--- config.mk ---
export PLATFORM = sky130hd
export DESIGN_NAME = rwsup_top
export DESIGN_NICKNAME = d
export VERILOG_FILES = /design/src/verilog/rwsup_pkg.sv /design/src/verilog/rwsup_top.sv
export VERILOG_INCLUDE_DIRS = /design/src /design/src/verilog
export SDC_FILE = /design/constraint.sdc
export NUM_CORES = 1
export LEC_CHECK = 0
export ABC_AREA = 1
export BUFFER_PORTS_ARGS = -buffer_cell sky130_fd_sc_hd__buf_2
export CAP_MARGIN = 20
export CELL_PAD_IN_SITES_DETAIL_PLACEMENT = 2
export CELL_PAD_IN_SITES_GLOBAL_PLACEMENT = 2
export CORE_ASPECT_RATIO = 0.8
export CORE_UTILIZATION = 37
export DETAILED_ROUTE_END_ITERATION = 10
export GPL_TIMING_DRIVEN = 0
export PLACE_DENSITY = 0.92
export SETUP_SLACK_MARGIN = 0.02
export SYNTH_ARGS = -nofsm -noshare
export SYNTH_HDL_FRONTEND = slang
export SYNTH_SLANG_ARGS = --single-unit
--- constraint.sdc ---
create_clock -name core_clk -period 20.9 [get_ports core_clk]
set_clock_uncertainty 0.2 [all_clocks]
set_input_delay 1.045 -clock core_clk [delete_from_list [all_inputs] [get_ports core_clk]]
set_output_delay 1.045 -clock core_clk [all_outputs]
set_load 0.01 [all_outputs]
--- src/verilog/rwsup_map.svh ---
// Offsets, field positions, reset values and timing figures of the
// reset and watchdog supervisor. Assumes a 100 MHz core clock.
`ifndef RWSUP_MAP_SVH
`define RWSUP_MAP_SVH
// ----------------------------------------------------------------
// Register offsets
// ----------------------------------------------------------------
`define RWS_OFS_WDCFG    8'h00
`define RWS_OFS_MODE     8'h04
`define RWS_OFS_CFG      8'h08
`define RWS_OFS_STAT     8'h0c
// ----------------------------------------------------------------
// Field positions
// ----------------------------------------------------------------
`define RWS_WD_PER_LSB  5
`define RWS_WINDOW_MODE_SELECT_BIT  4
`define RWS_MODE_SRP    2
`define RWS_CFG_STOPOFF 2
`define RWS_STAT_ERR    2
`define RWS_STAT_LOW    3
// ----------------------------------------------------------------
// Reset values and codes
// ----------------------------------------------------------------
`define RWS_RST_PER     3'h4
`define RWS_RST_WIN     1'b0
`define RWS_RST_SRP     1'b1
`define RWS_RST_UVSEL   2'h0
`define RWS_SOFT_CMD    2'h3
`define RWS_SAT_CFG2    2'h1
`define RWS_SAT_OTHER   2'h2
`define RWS_CLOSED_NUM  6
`define RWS_CLOSED_DEN  10
// ----------------------------------------------------------------
// Timing
// ----------------------------------------------------------------
`define RWS_CLK_KHZ     100000
`define RWS_LW_MS       200
`define RWS_RF_US       10
`define RWS_RD_US       10000
`endif

--- src/verilog/rwsup_pkg.sv ---
// Types shared by the reset and watchdog supervisor.
// Assumes the map header for all numeric values except the enum encodings.
package rwsup_pkg;
  // Operating mode reported by the surrounding mode logic
  typedef enum logic [2:0] {
    M_INIT = 3'h0, M_NORMAL = 3'h1, M_STOP = 3'h2, M_SLEEP = 3'h3,
    M_RESTART = 3'h4, M_FAILSAFE = 3'h5, M_DEV = 3'h6
  } rwsup_mode_t;
  // Reset output sequence, Gray coded along the loop
  typedef enum logic [1:0] {
    RS_HIGH = 2'h0, RS_FILTER = 2'h1, RS_LOW = 2'h3, RS_DELAY = 2'h2
  } rwsup_rst_t;
  // Watchdog window state, Gray coded along the loop
  typedef enum logic [1:0] {
    WD_OFF = 2'h0, WD_LONG = 2'h1, WD_CLOSED = 2'h3, WD_OPEN = 2'h2
  } rwsup_wd_t;
  // Watchdog configuration held in the watchdog config register
  typedef struct packed {
    logic [2:0] period_select;
    logic       window_mode_select;
  } rwsup_wdcfg_t;
endpackage

--- src/verilog/rwsup_top.sv ---
// Reset output sequencer and watchdog of the supervisor block.
// Assumes synchronous inputs, core_clk at 100 MHz, and an outer mode
// machine that follows the soft reset, restart and normal requests.
//
// Summary of operation
// - Reset event drives reset low after filter, holds it plus delay time.
// - Reset starts low at power-up; released after regulator rise plus delay.
// - Watchdog failure asserts the reset output like undervoltage.
// - Undervoltage threshold is software selectable; lowest one after reset.
// - Reset pulled low only with regulator at least 1 V and supply above POR.
// - Writing 11 to mode field returns to Init and restores all registers.
// - A config bit chooses whether soft reset pulses reset; default yes.
// - Soft reset command is ignored outside Normal and Stop.
// - Window select bit picks time-out or window watchdog; time-out default.
// - Watchdog setup changes only in Normal; frozen in Stop, may switch off.
// - Init starts long window after release; Sleep and Restart keep it off.
// - A new timing write restarts the watchdog with that timing.
// - Watchdog served by a valid write to its config register.
// - Long open window of 200 ms accepts any trigger.
// - Seven periods from 10 to 1000 ms, for both watchdog types.
// - Watchdog reset requests Restart or Fail-Safe and updates fail count.
// - After watchdog reset release, long window starts and Normal is requested.
// - Development mode disables the watchdog entirely.
// - Closed-window trigger or expiry increments the fail count.
// - Fail count saturates at 01 for config 2, else at 10.
// - Fail count clears on good trigger, Sleep, Stop-off, non-watchdog Fail-Safe.
// - Time-out mode: trigger anywhere restarts period; expiry resets.
// - Window mode: closed 60 percent then open; closed trigger or expiry resets.
// - Watchdog writes need even parity over 8 bits, else rejected with error.
//
// Chosen here: strobed register access and the register addresses.
`timescale 1ns/1ps
`include "rwsup_map.svh"

module rwsup_top #(
  parameter int TICK_CYC = `RWS_CLK_KHZ,
  parameter int RF_CYC   = `RWS_RF_US * (`RWS_CLK_KHZ / 1000),
  parameter int RD_CYC   = `RWS_RD_US * (`RWS_CLK_KHZ / 1000)
) (
  // Clock and reset
  input  wire logic               core_clk,
  input  wire logic               rst,
  // Register port
  input  wire logic [7:0]         reg_addr,
  input  wire logic [7:0]         reg_wdata,
  input  wire logic               reg_wr,
  input  wire logic               reg_rd,
  output logic [7:0]              reg_rdata,
  // Supply monitors
  input  wire logic               vcc1_uv,
  input  wire logic               vcc1_above_rise,
  input  wire logic               vcc1_ge_1v,
  input  wire logic               vs_above_por,
  output logic [1:0]              uv_threshold_sel,
  // Mode machine
  input  wire rwsup_pkg::rwsup_mode_t sbc_mode,
  input  wire logic [1:0]         cfg_sel,
  output logic                    soft_reset_req,
  output logic                    wd_reset_req,
  output logic                    wd_goto_failsafe,
  output logic                    auto_normal_req,
  // Open-drain reset pin
  output logic                    reset_out_n_o,
  output logic                    reset_out_n_oe
);

  // ----------------------------------------------------------------
  // Functions
  // ----------------------------------------------------------------
  // Period in ms per code; code 0 falls back to the shortest period
  function automatic logic [10:0] per_ms(input logic [2:0] code);
    unique case (code)
      3'h2: per_ms = 11'h014;
      3'h3: per_ms = 11'h032;
      3'h4: per_ms = 11'h064;
      3'h5: per_ms = 11'h0c8;
      3'h6: per_ms = 11'h1f4;
      3'h7: per_ms = 11'h3e8;
      default: per_ms = 11'h00a;
    endcase
  endfunction

  function automatic logic [10:0] closed_ms(input logic [2:0] code);
    closed_ms = 11'((22'(per_ms(code)) * `RWS_CLOSED_NUM) / `RWS_CLOSED_DEN);
  endfunction

  // ----------------------------------------------------------------
  // Registers and decode
  // ----------------------------------------------------------------
  rwsup_pkg::rwsup_wdcfg_t wdcfg_q;
  rwsup_pkg::rwsup_rst_t   rs_q;
  rwsup_pkg::rwsup_wd_t    wd_q, wd_d;
  rwsup_pkg::rwsup_mode_t  mode_prev_q;
  logic        srp_q, stopoff_q, err_q, por_q, pend_q, wait_q, cause_q;
  logic [1:0]  uvsel_q, fcnt_q, fcnt_inc, fsat;
  logic [31:0] rcnt_q, tcnt_q;
  logic [10:0] ms_q, ms_d;
  logic        wr_wd, par_ok, trig_ok, soft_ev, ev, released;
  logic        ms_tick, fail_ev, ok_ev, start_long, wd_off, norm_entry;
  logic        is_norm, is_stop;

  assign is_norm = (sbc_mode == rwsup_pkg::M_NORMAL);
  assign is_stop = (sbc_mode == rwsup_pkg::M_STOP);
  assign wr_wd   = reg_wr && (reg_addr == `RWS_OFS_WDCFG);
  assign par_ok  = ~^reg_wdata;
  // Triggers count in the modes where the watchdog can be alive
  assign trig_ok = wr_wd && par_ok &&
                   (is_norm || is_stop || sbc_mode == rwsup_pkg::M_INIT);
  assign soft_ev = reg_wr && (reg_addr == `RWS_OFS_MODE) &&
                   (reg_wdata[1:0] == `RWS_SOFT_CMD) && (is_norm || is_stop);

  // Software-visible configuration; soft reset restores defaults
  always_ff @(posedge core_clk) begin
    if (rst || soft_ev) begin
      wdcfg_q   <= '{period_select: `RWS_RST_PER, window_mode_select: `RWS_RST_WIN};
      srp_q     <= `RWS_RST_SRP;
      uvsel_q   <= `RWS_RST_UVSEL;
      stopoff_q <= 1'b0;
    end else begin
      if (trig_ok && is_norm) begin
        wdcfg_q.period_select      <= reg_wdata[`RWS_WD_PER_LSB +: 3];
        wdcfg_q.window_mode_select <= reg_wdata[`RWS_WINDOW_MODE_SELECT_BIT];
      end
      if (reg_wr && reg_addr == `RWS_OFS_MODE) begin
        srp_q <= reg_wdata[`RWS_MODE_SRP];
      end
      if (reg_wr && reg_addr == `RWS_OFS_CFG) begin
        uvsel_q <= reg_wdata[1:0];
      end
      // Stop-mode disable is armed only from Normal, dropped on re-enable
      if (reg_wr && reg_addr == `RWS_OFS_CFG && is_norm) begin
        stopoff_q <= reg_wdata[`RWS_CFG_STOPOFF];
      end else if (norm_entry || (is_stop && trig_ok)) begin
        stopoff_q <= 1'b0;
      end
    end
  end

  // Serial error flag: parity failure sets, write one clears, set wins
  always_ff @(posedge core_clk) begin
    if (rst || soft_ev) begin
      err_q <= 1'b0;
    end else if (wr_wd && !par_ok) begin
      err_q <= 1'b1;
    end else if (reg_wr && reg_addr == `RWS_OFS_STAT && reg_wdata[`RWS_STAT_ERR]) begin
      err_q <= 1'b0;
    end
  end

  // Read data stand one cycle after the strobe; unmapped reads zero
  always_ff @(posedge core_clk) begin
    if (rst) begin
      reg_rdata <= 8'h00;
    end else if (reg_rd) begin
      unique case (reg_addr)
        `RWS_OFS_WDCFG: reg_rdata <= {wdcfg_q.period_select,
                                      wdcfg_q.window_mode_select, 4'h0};
        `RWS_OFS_MODE:  reg_rdata <= {5'h00, srp_q, 2'h0};
        `RWS_OFS_CFG:   reg_rdata <= {5'h00, stopoff_q, uvsel_q};
        `RWS_OFS_STAT:  reg_rdata <= {2'h0, wd_q, rs_q != rwsup_pkg::RS_HIGH,
                                      err_q, fcnt_q};
        default:        reg_rdata <= 8'h00;
      endcase
    end else begin
      reg_rdata <= 8'h00;
    end
  end

  assign uv_threshold_sel = uvsel_q;

  // ----------------------------------------------------------------
  // Reset output sequencer
  // ----------------------------------------------------------------
  // Power-up hold lasts until the regulator passes its rising threshold
  always_ff @(posedge core_clk) begin
    if (rst) begin
      por_q <= 1'b1;
    end else if (vcc1_above_rise) begin
      por_q <= 1'b0;
    end
  end

  // Pulse events are stretched until the output has gone low; set wins
  always_ff @(posedge core_clk) begin
    if (rst) begin
      pend_q <= 1'b0;
    end else if (fail_ev || (soft_ev && srp_q)) begin
      pend_q <= 1'b1;
    end else if (rs_q == rwsup_pkg::RS_LOW) begin
      pend_q <= 1'b0;
    end
  end

  assign ev       = vcc1_uv || pend_q || por_q;
  assign released = (rs_q == rwsup_pkg::RS_DELAY) && !ev &&
                    (rcnt_q == 32'(RD_CYC - 1));

  // Filter, hold while the cause stands, then the delay time
  always_ff @(posedge core_clk) begin
    if (rst) begin
      rs_q   <= rwsup_pkg::RS_LOW;
      rcnt_q <= 32'h0000_0000;
    end else begin
      unique case (rs_q)
        rwsup_pkg::RS_HIGH: begin
          rcnt_q <= 32'h0000_0000;
          if (ev) begin
            rs_q <= rwsup_pkg::RS_FILTER;
          end
        end
        rwsup_pkg::RS_FILTER: begin
          rcnt_q <= rcnt_q + 32'h0000_0001;
          if (!ev) begin
            rs_q <= rwsup_pkg::RS_HIGH;
          end else if (rcnt_q == 32'(RF_CYC - 1)) begin
            rs_q <= rwsup_pkg::RS_LOW;
          end
        end
        rwsup_pkg::RS_LOW: begin
          rcnt_q <= 32'h0000_0000;
          if (!ev) begin
            rs_q <= rwsup_pkg::RS_DELAY;
          end
        end
        rwsup_pkg::RS_DELAY: begin
          rcnt_q <= rcnt_q + 32'h0000_0001;
          if (ev) begin
            rs_q   <= rwsup_pkg::RS_LOW;
            rcnt_q <= 32'h0000_0000;
          end else if (released) begin
            rs_q <= rwsup_pkg::RS_HIGH;
          end
        end
      endcase
    end
  end

  // The driver can only sink with enough regulator and supply voltage
  assign reset_out_n_o  = 1'b0;
  assign reset_out_n_oe = (rs_q == rwsup_pkg::RS_LOW || rs_q == rwsup_pkg::RS_DELAY) &&
                          vcc1_ge_1v && vs_above_por;

  // ----------------------------------------------------------------
  // Watchdog timer
  // ----------------------------------------------------------------
  // Millisecond timebase, realigned on every change of window state and every good trigger
  always_ff @(posedge core_clk) begin
    if (rst || wd_d != wd_q || ok_ev) begin
      tcnt_q <= 32'h0000_0000;
    end else if (ms_tick) begin
      tcnt_q <= 32'h0000_0000;
    end else begin
      tcnt_q <= tcnt_q + 32'h0000_0001;
    end
  end
  assign ms_tick = (tcnt_q == 32'(TICK_CYC - 1));

  assign norm_entry = is_norm && (mode_prev_q == rwsup_pkg::M_STOP ||
                      mode_prev_q == rwsup_pkg::M_SLEEP ||
                      mode_prev_q == rwsup_pkg::M_RESTART);
  assign start_long = norm_entry ||
                      (released && (sbc_mode == rwsup_pkg::M_INIT || wait_q)) ||
                      (is_stop && stopoff_q && trig_ok);
  assign wd_off = (sbc_mode == rwsup_pkg::M_DEV) || (sbc_mode == rwsup_pkg::M_SLEEP) ||
                  (sbc_mode == rwsup_pkg::M_RESTART) ||
                  (sbc_mode == rwsup_pkg::M_FAILSAFE) ||
                  (is_stop && stopoff_q);

  // Next window state, judging triggers and expiry
  always_comb begin
    wd_d    = wd_q;
    ms_d    = ms_q;
    fail_ev = 1'b0;
    ok_ev   = 1'b0;
    if (start_long) begin
      wd_d = rwsup_pkg::WD_LONG;
      ms_d = 11'h000;
    end else if (wd_off) begin
      wd_d = rwsup_pkg::WD_OFF;
    end else if (trig_ok && wd_q != rwsup_pkg::WD_OFF) begin
      ms_d = 11'h000;
      if (wd_q == rwsup_pkg::WD_CLOSED) begin
        fail_ev = 1'b1;
        wd_d    = rwsup_pkg::WD_OFF;
      end else begin
        ok_ev = 1'b1;
        // Settings written with the trigger take hold at once
        if (is_norm ? reg_wdata[`RWS_WINDOW_MODE_SELECT_BIT] : wdcfg_q.window_mode_select) begin
          wd_d = rwsup_pkg::WD_CLOSED;
        end else begin
          wd_d = rwsup_pkg::WD_OPEN;
        end
      end
    end else if (ms_tick && wd_q != rwsup_pkg::WD_OFF) begin
      ms_d = ms_q + 11'h001;
      unique case (wd_q)
        rwsup_pkg::WD_LONG: begin
          if (ms_d == 11'(`RWS_LW_MS)) begin
            fail_ev = 1'b1;
          end
        end
        rwsup_pkg::WD_CLOSED: begin
          if (ms_d == closed_ms(wdcfg_q.period_select)) begin
            wd_d = rwsup_pkg::WD_OPEN;
          end
        end
        default: begin
          if (ms_d == per_ms(wdcfg_q.period_select)) begin
            fail_ev = 1'b1;
          end
        end
      endcase
      if (fail_ev) begin
        wd_d = rwsup_pkg::WD_OFF;
      end
    end
  end

  // Window state and elapsed time
  always_ff @(posedge core_clk) begin
    if (rst || soft_ev) begin
      wd_q <= rwsup_pkg::WD_OFF;
      ms_q <= 11'h000;
    end else begin
      wd_q <= wd_d;
      ms_q <= ms_d;
    end
  end

  // Previous mode, used to spot entries into Normal
  always_ff @(posedge core_clk) begin
    if (rst) begin
      mode_prev_q <= rwsup_pkg::M_INIT;
    end else begin
      mode_prev_q <= sbc_mode;
    end
  end

  // Waiting for the reset release that follows a watchdog failure
  always_ff @(posedge core_clk) begin
    if (rst || soft_ev) begin
      wait_q <= 1'b0;
    end else if (fail_ev) begin
      wait_q <= 1'b1;
    end else if (released) begin
      wait_q <= 1'b0;
    end
  end

  // ----------------------------------------------------------------
  // Failure count and mode requests
  // ----------------------------------------------------------------
  assign fsat     = (cfg_sel == 2'h1) ? `RWS_SAT_CFG2 : `RWS_SAT_OTHER;
  assign fcnt_inc = (fcnt_q >= fsat) ? fsat : fcnt_q + 2'h1;

  // A new failure outranks every clear in the same cycle except a soft reset
  always_ff @(posedge core_clk) begin
    if (rst || soft_ev) begin
      fcnt_q  <= 2'h0;
      cause_q <= 1'b0;
    end else if (fail_ev) begin
      fcnt_q  <= fcnt_inc;
      cause_q <= 1'b1;
    end else if (ok_ev || sbc_mode == rwsup_pkg::M_SLEEP || (is_stop && stopoff_q) ||
                 (sbc_mode == rwsup_pkg::M_FAILSAFE && !cause_q)) begin
      fcnt_q  <= 2'h0;
      cause_q <= 1'b0;
    end else if (is_norm) begin
      cause_q <= 1'b0;
    end
  end

  // Registered one-cycle requests to the mode machine
  always_ff @(posedge core_clk) begin
    if (rst) begin
      soft_reset_req   <= 1'b0;
      wd_reset_req     <= 1'b0;
      wd_goto_failsafe <= 1'b0;
      auto_normal_req  <= 1'b0;
    end else begin
      soft_reset_req   <= soft_ev;
      wd_reset_req     <= fail_ev;
      wd_goto_failsafe <= fail_ev && (cfg_sel == 2'h0 ||
                          (cfg_sel[1] && fcnt_inc == `RWS_SAT_OTHER));
      auto_normal_req  <= released && wait_q;
    end
  end
endmodule

==> impl_metrics.json, run 1 <==
{
  "status": "finished clean",
  "p_per_area_nw_per_um2": 52.3,
  "instances_no_fill": 1600,
  "slowest_delay_ps": 560,
  "slew_headroom": 0.391,
  "drt-pass1-iter-count": 5,
  "grt_start_max_net_pins": 20,
  "synth_edf_count": 0,
  "dp_hpwl_mm": 25.3,
  "min_period_ps": 10780,
  "nNetsFinal": 1379,
  "grt_pass1_wl_mm": 60.6,
  "wire_per_inst_um": 24.0,
  "fmax_ghz": 0.0928,
  "crit_type": "reg -> reg",
  "root_buffer": "clkbuf_16",
  "synth.area.top_cells": "dfxtp_1 (27%), nand2_1 (13%), inv_1 (9.3%)",
  "min_period_over_period": 0.516,
  "grt_usage": 0.345,
  "dieArea_um2": 22400,
  "synth.largest_area_cell": "dfxtp_1",
  "p_leak_nw": 3.97,
  "synth_top_area_frac": 0.270,
  "layout-drive-gt1-share": 0.130,
  "syn2layout_area_growth_pct": 10.6,
  "grt_overflow_total": 0,
  "dp.cells": 1584,
  "gp_congestion": 0.814,
  "synth.most_common_cell": "nand2_1",
  "grt.met2_usage": 0.627,
  "critPathMostFrequentCell": "nand2_1",
  "vias": 9380,
  "cp_max_fo": 10,
  "drtIter0Drc": 694,
  "arrival_ps": 10870,
  "finalSetupTns_ps": 0,
  "setup_slack_ps": 10120,
  "numPortBuffers": 43,
  "clk_latency_ps": 370,
  "syn-num-nets": 1325,
  "antenna_found_initial": 0,
  "tightest_slew_ps": 906,
  "synth_common_cells": "nand2_1 (282), inv_1 (200), nor2_1 (134), nand3_1 (117), dfxtp_1 (109)",
  "cp.required_ps": 20990,
  "synth_seq_cells": 109,
  "worstSetupStartpointType": "register",
  "post_dp_cell_area_um2": 8630,
  "grt.busiest_layer": "met2",
  "rsz0062_at_grt": "no",
  "postCtsSetupRepairBufs": 0,
  "ant_nets": 0,
  "core_um2": 21100,
  "clk_pin_slew_worst_paths_ps": 90,
  "rows": 47,
  "cap_violations": 0,
  "cts_tree": "built",
  "peakVddDrop_uv": 36.5,
  "grtUsageMet3": 0.0543,
  "setup_viol": 0,
  "ctsResizeCount": 0,
  "pin_count": 45,
  "async_reset_ff_frac": 0,
  "via_per_inst": 5.86,
  "die-width_um": 167,
  "postSynthAreaPerCell_um2": 6.35,
  "fin_area_um2": 8940,
  "finalHoldViolCount": 0,
  "syn_inst": 1272,
  "slew_viol_final": 0,
  "grt_pass1_vias": 10400,
  "synth.yosys.seq_area_share": 0.270,
  "grt.met1_usage": 0.413,
  "num_antenna_cells": 0,
  "crit_path_end_kind": "register",
  "synth-main-ff-cell": "dfxtp_1",
  "die_height_um": 134,
  "drc": 0,
  "start_util": 0.384,
  "ys_types": 56,
  "cts_buffers": 9,
  "htree_levels": 3,
  "ys_warn_count": 0,
  "critPathSlowestCell": "a2111oi_0",
  "cts_num_sinks": 109,
  "wl_mm": 38.4,
  "synth_area_um2": 8080,
  "cts_buffer_depth": 2,
  "ctsHoldBuffers": 0,
  "place_worst_setup_slack_ps": 10760,
  "hold_class": "reg -> reg"
}
-- where the power goes --
group          total (mW)  internal [mW]  switching [mW]
logic              0.0626         0.0183          0.0444
clock network       0.191         0.0954          0.0954
registers           0.214          0.211         0.00327
total               0.467          0.324           0.143
-- registers in the layout (all words and copies together), names as in the netlist, 2 cells and up --
signal / count
wdcfg_q: 4
rs_q: 2
ms_q: 11
fcnt_q: 2
uv_threshold_sel: 2
wd_q: 2
mode_prev_q: 3
rcnt_q: 32
reg_rdata: 8
tcnt_q: 32
-- cell type report --
type,instances,area (µm²)
timing repair buffer,43,215
multi-input combinational,928,4940
inverter,217,820
clock buffer,9,225
buffer,18,138
clock inverter,7,82.6
fill,2547,12100
sequential,109,2180
tap,269,337
-- worst paths after layout --
check / slack (ps) / cells after the start / end / start
worst max register to register: 10120 / 66 / tcnt_q[26] / wdcfg_q[2]
worst max-delay path: 10120 / 66 / tcnt_q[26] / wdcfg_q[2]
worst min-delay path: 270 / 1 / rcnt_q[0] / rcnt_q[0]
worst min register to register: 270 / 1 / rcnt_q[0] / rcnt_q[0]
-- critical path: cells and delay by family (launching register included) --
| family | cells | cell delay [ps] |
|---|---|---|
| flip-flops | 1 | 330 |
| adder cells (fa/ha/maj) | 4 | 1290 |
| AO/OA/AOI/OAI | 3 | 1010 |
| buffers and inverters | 13 | 1930 |
| AND/OR/NAND/NOR | 46 | 5940 |
-- cell families after synthesis --
kind of cell / count (synthesis) / share of synthesized area
other: 1 / 0.000464
muxes: 1 / 0.00124
and+or+nand+nor: 710 / 0.415
xor gates and xnor gates: 51 / 0.0553
DFF: 109 / 0.270
adders and majority gates: 24 / 0.0381
AOI/OAI and AO/OA: 141 / 0.101
buffers and inverters: 235 / 0.118
-- through the flow --
step	power, mW	util	hold slack [ps]
after floorplan	0.254	-	218
after global placement	0.269	0.410	231
after detailed placement	0.276	0.410	278
after CTS	0.465	0.425	271
after global routing	0.480	0.425	299
final	0.467	0.425	269
-- routing by layer --
| metal | vias up | routed length, µm |
|---|---|---|
| met5 | - | 0 |
| met2 | 306 | 19100 |
| met1 | 4777 | 16600 |
| li1 | 4202 | - |
| met3 | 95 | 1750 |
| met4 | 0 | 994 |
-- placed cells by master, fill, tap and decap left out, drive strengths merged, types with 2 or more instances in the layout --
| cell type | n |
|---|---|
| nor4 | 21 |
| nor3b | 5 |
| a31oi | 6 |
| nor2 | 173 |
| clkinvlp | 2 |
| nor3 | 34 |
| xnor2 | 19 |
| buf | 55 |
| o21ai | 46 |
| ha | 23 |
| clkbuf | 15 |
| o21a | 2 |
| nand3 | 127 |
| o21bai | 3 |
| nand3b | 2 |
| a21oi | 67 |
| xor2 | 32 |
| a2111oi | 2 |
| o211ai | 3 |
| clkinv | 4 |
| dfxtp | 109 |
| o41ai | 2 |
| inv | 217 |
| nand4 | 34 |
| nand2 | 311 |
Note: power is estimated with default switching activity, not from simulation.
==> run 2, diff against run 1 <==
--- a/config.mk
+++ b/config.mk
@@ -12,10 +12,10 @@
 export CELL_PAD_IN_SITES_DETAIL_PLACEMENT = 2
 export CELL_PAD_IN_SITES_GLOBAL_PLACEMENT = 2
 export CORE_ASPECT_RATIO = 0.8
-export CORE_UTILIZATION = 37
+export CORE_UTILIZATION = 34
 export DETAILED_ROUTE_END_ITERATION = 10
 export GPL_TIMING_DRIVEN = 0
-export PLACE_DENSITY = 0.92
+export PLACE_DENSITY = 0.85
 export SETUP_SLACK_MARGIN = 0.02
 export SYNTH_ARGS = -nofsm -noshare
 export SYNTH_HDL_FRONTEND = slang
==> constraint.sdc (replaced) <==
create_clock -name core_clk -period 10.74 [get_ports core_clk]
set_clock_uncertainty 0.2 [all_clocks]
set_input_delay 0.537 -clock core_clk [delete_from_list [all_inputs] [get_ports core_clk]]
set_output_delay 0.537 -clock core_clk [all_outputs]
set_load 0.01 [all_outputs]
==> run 2 against run 1 <==
Final cell count is 2.7% higher. Routed wire length is 28% lower. Critical path depth stayed put. Clock power is 72% higher.
==> impl_metrics.json, run 2 (synthesis results as in run 1) <==
{
  "num_antenna_cells": 0,
  "htree_levels": 3,
  "cp_max_fo": 10,
  "antenna_found_initial": 0,
  "die-width_um": 174,
  "dp_hpwl_mm": 22.1,
  "grt_overflow_total": 0,
  "die_height_um": 140,
  "postCtsSetupRepairBufs": 0,
  "drc": 0,
  "finalCoreUtilization": 0.384,
  "dieArea_um2": 24400,
  "arrival_ps": 9680,
  "start_util": 0.346,
  "grt_start_max_net_pins": 20,
  "via_per_inst": 5.16,
  "p_per_area_nw_per_um2": 95.4,
  "status": "finished clean",
  "finalSetupTns_ps": 0,
  "crit_type": "reg -> reg",
  "cp.required_ps": 10830,
  "wire_per_inst_um": 16.9,
  "slew_headroom": 0.390,
  "slew_viol_final": 0,
  "drt-pass1-iter-count": 4,
  "slowest_delay_ps": 460,
  "setup_viol": 0,
  "rsz0062_at_grt": "no",
  "numPortBuffers": 43,
  "crit_path_end_kind": "register",
  "core_um2": 23300,
  "cts_num_sinks": 109,
  "cts_buffer_depth": 2,
  "vias": 8482,
  "fmax_ghz": 0.104,
  "gp_congestion": 0.819,
  "critPathSlowestCell": "fa_1",
  "min_period_over_period": 0.892,
  "ctsHoldBuffers": 0,
  "cts_buffers": 9,
  "layout-drive-gt1-share": 0.130,
  "min_period_ps": 9590,
  "wl_mm": 27.8,
  "worstSetupStartpointType": "register",
  "grt_pass1_wl_mm": 46.1,
  "ctsResizeCount": 0,
  "cts_tree": "built",
  "grt_pass1_vias": 8910,
  "root_buffer": "clkbuf_16",
  "clk_latency_ps": 360,
  "finalHoldViolCount": 0,
  "reg_top3": "rcnt_q: 32 flops, tcnt_q: 32 flops, ms_q: 11 flops",
  "tightest_slew_ps": 906,
  "fill_cells": 2966,
  "syn2layout_area_growth_pct": 11.0,
  "grt_usage": 0.232,
  "layout_common_cells": "nand2_1 (282), inv_1 (200), nor2_1 (134)",
  "final_common_cell": "nand2_1",
  "rows": 50,
  "hold_class": "in -> reg",
  "ant_nets": 0,
  "p_leak_nw": 3.96,
  "peakVddDrop_uv": 73.4,
  "cap_violations": 0,
  "pin_count": 45,
  "drtIter0Drc": 363,
  "nNetsFinal": 1379,
  "critPathMostFrequentCell": "nand2_1",
  "clk_pin_slew_worst_paths_ps": 80
}
## run 2: critical path, delay by kind of cell (launching register included)
family / cells / cell delay, ps
simple gates: 48 / 5470
buf+inv: 12 / 1660
fa+ha+maj: 4 / 1160
compound gates: 2 / 640
flops: 1 / 310
## run 2: power breakdown
group	switching, mW	internal [mW]	leakage, nW	total (mW)
Clock	0.168	0.161	0.130	0.329
Combinational	0.0756	0.0349	2.95	0.111
Sequential	0.00660	0.410	0.880	0.416
Total	0.250	0.606	3.96	0.856
## run 2: path summary, 6_finish.rpt
check	startpoint	to	slack (ps)	cells after the start
worst max-delay path	wdcfg_q[2]	tcnt_q[13]	1160	66
worst min-delay path	vcc1_above_rise	por_q	190	2
worst max register to register	wdcfg_q[2]	tcnt_q[13]	1160	66
worst min register to register	rcnt_q[0]	rcnt_q[0]	260	1
## run 2: metal layers
metal | part of all wire | global-route usage
met1 | 0.51 | 0.326
met2 | 0.45 | 0.379
met3 | 0.027 | 0.0306
met4 | 0.0083 | 0.0397
met5 | 0 | 0
## run 2: layout make-up
class / count / area, µm² / area share
well taps: 312 / 390 / 0.0435
flip-flops and latches: 109 / 2180 / 0.243
clock buffers: 9 / 225 / 0.0251
plain buffers: 18 / 138 / 0.0153
multi-input cells: 928 / 4940 / 0.551
repair buffers: 43 / 215 / 0.0240
clock inverters: 7 / 60.1 / 0.00670
inverters: 217 / 820 / 0.0914
## run 2: per-stage QoR
stage / area, µm² / setup WS, ps / hold slack, ps / cells / total power [mW]
after detailed placement: 8680 / 1140 / 250 / 1627 / 0.534
after global routing: 8970 / 111 / 200 / 1643 / 0.895
after CTS: 8970 / 1080 / 179 / 1643 / 0.867
after floorplan: 8080 / 3180 / 218 / 1272 / 0.495
after global placement: 8680 / 1500 / 230 / 1627 / 0.525
final: 8970 / 1160 / 190 / 1643 / 0.856
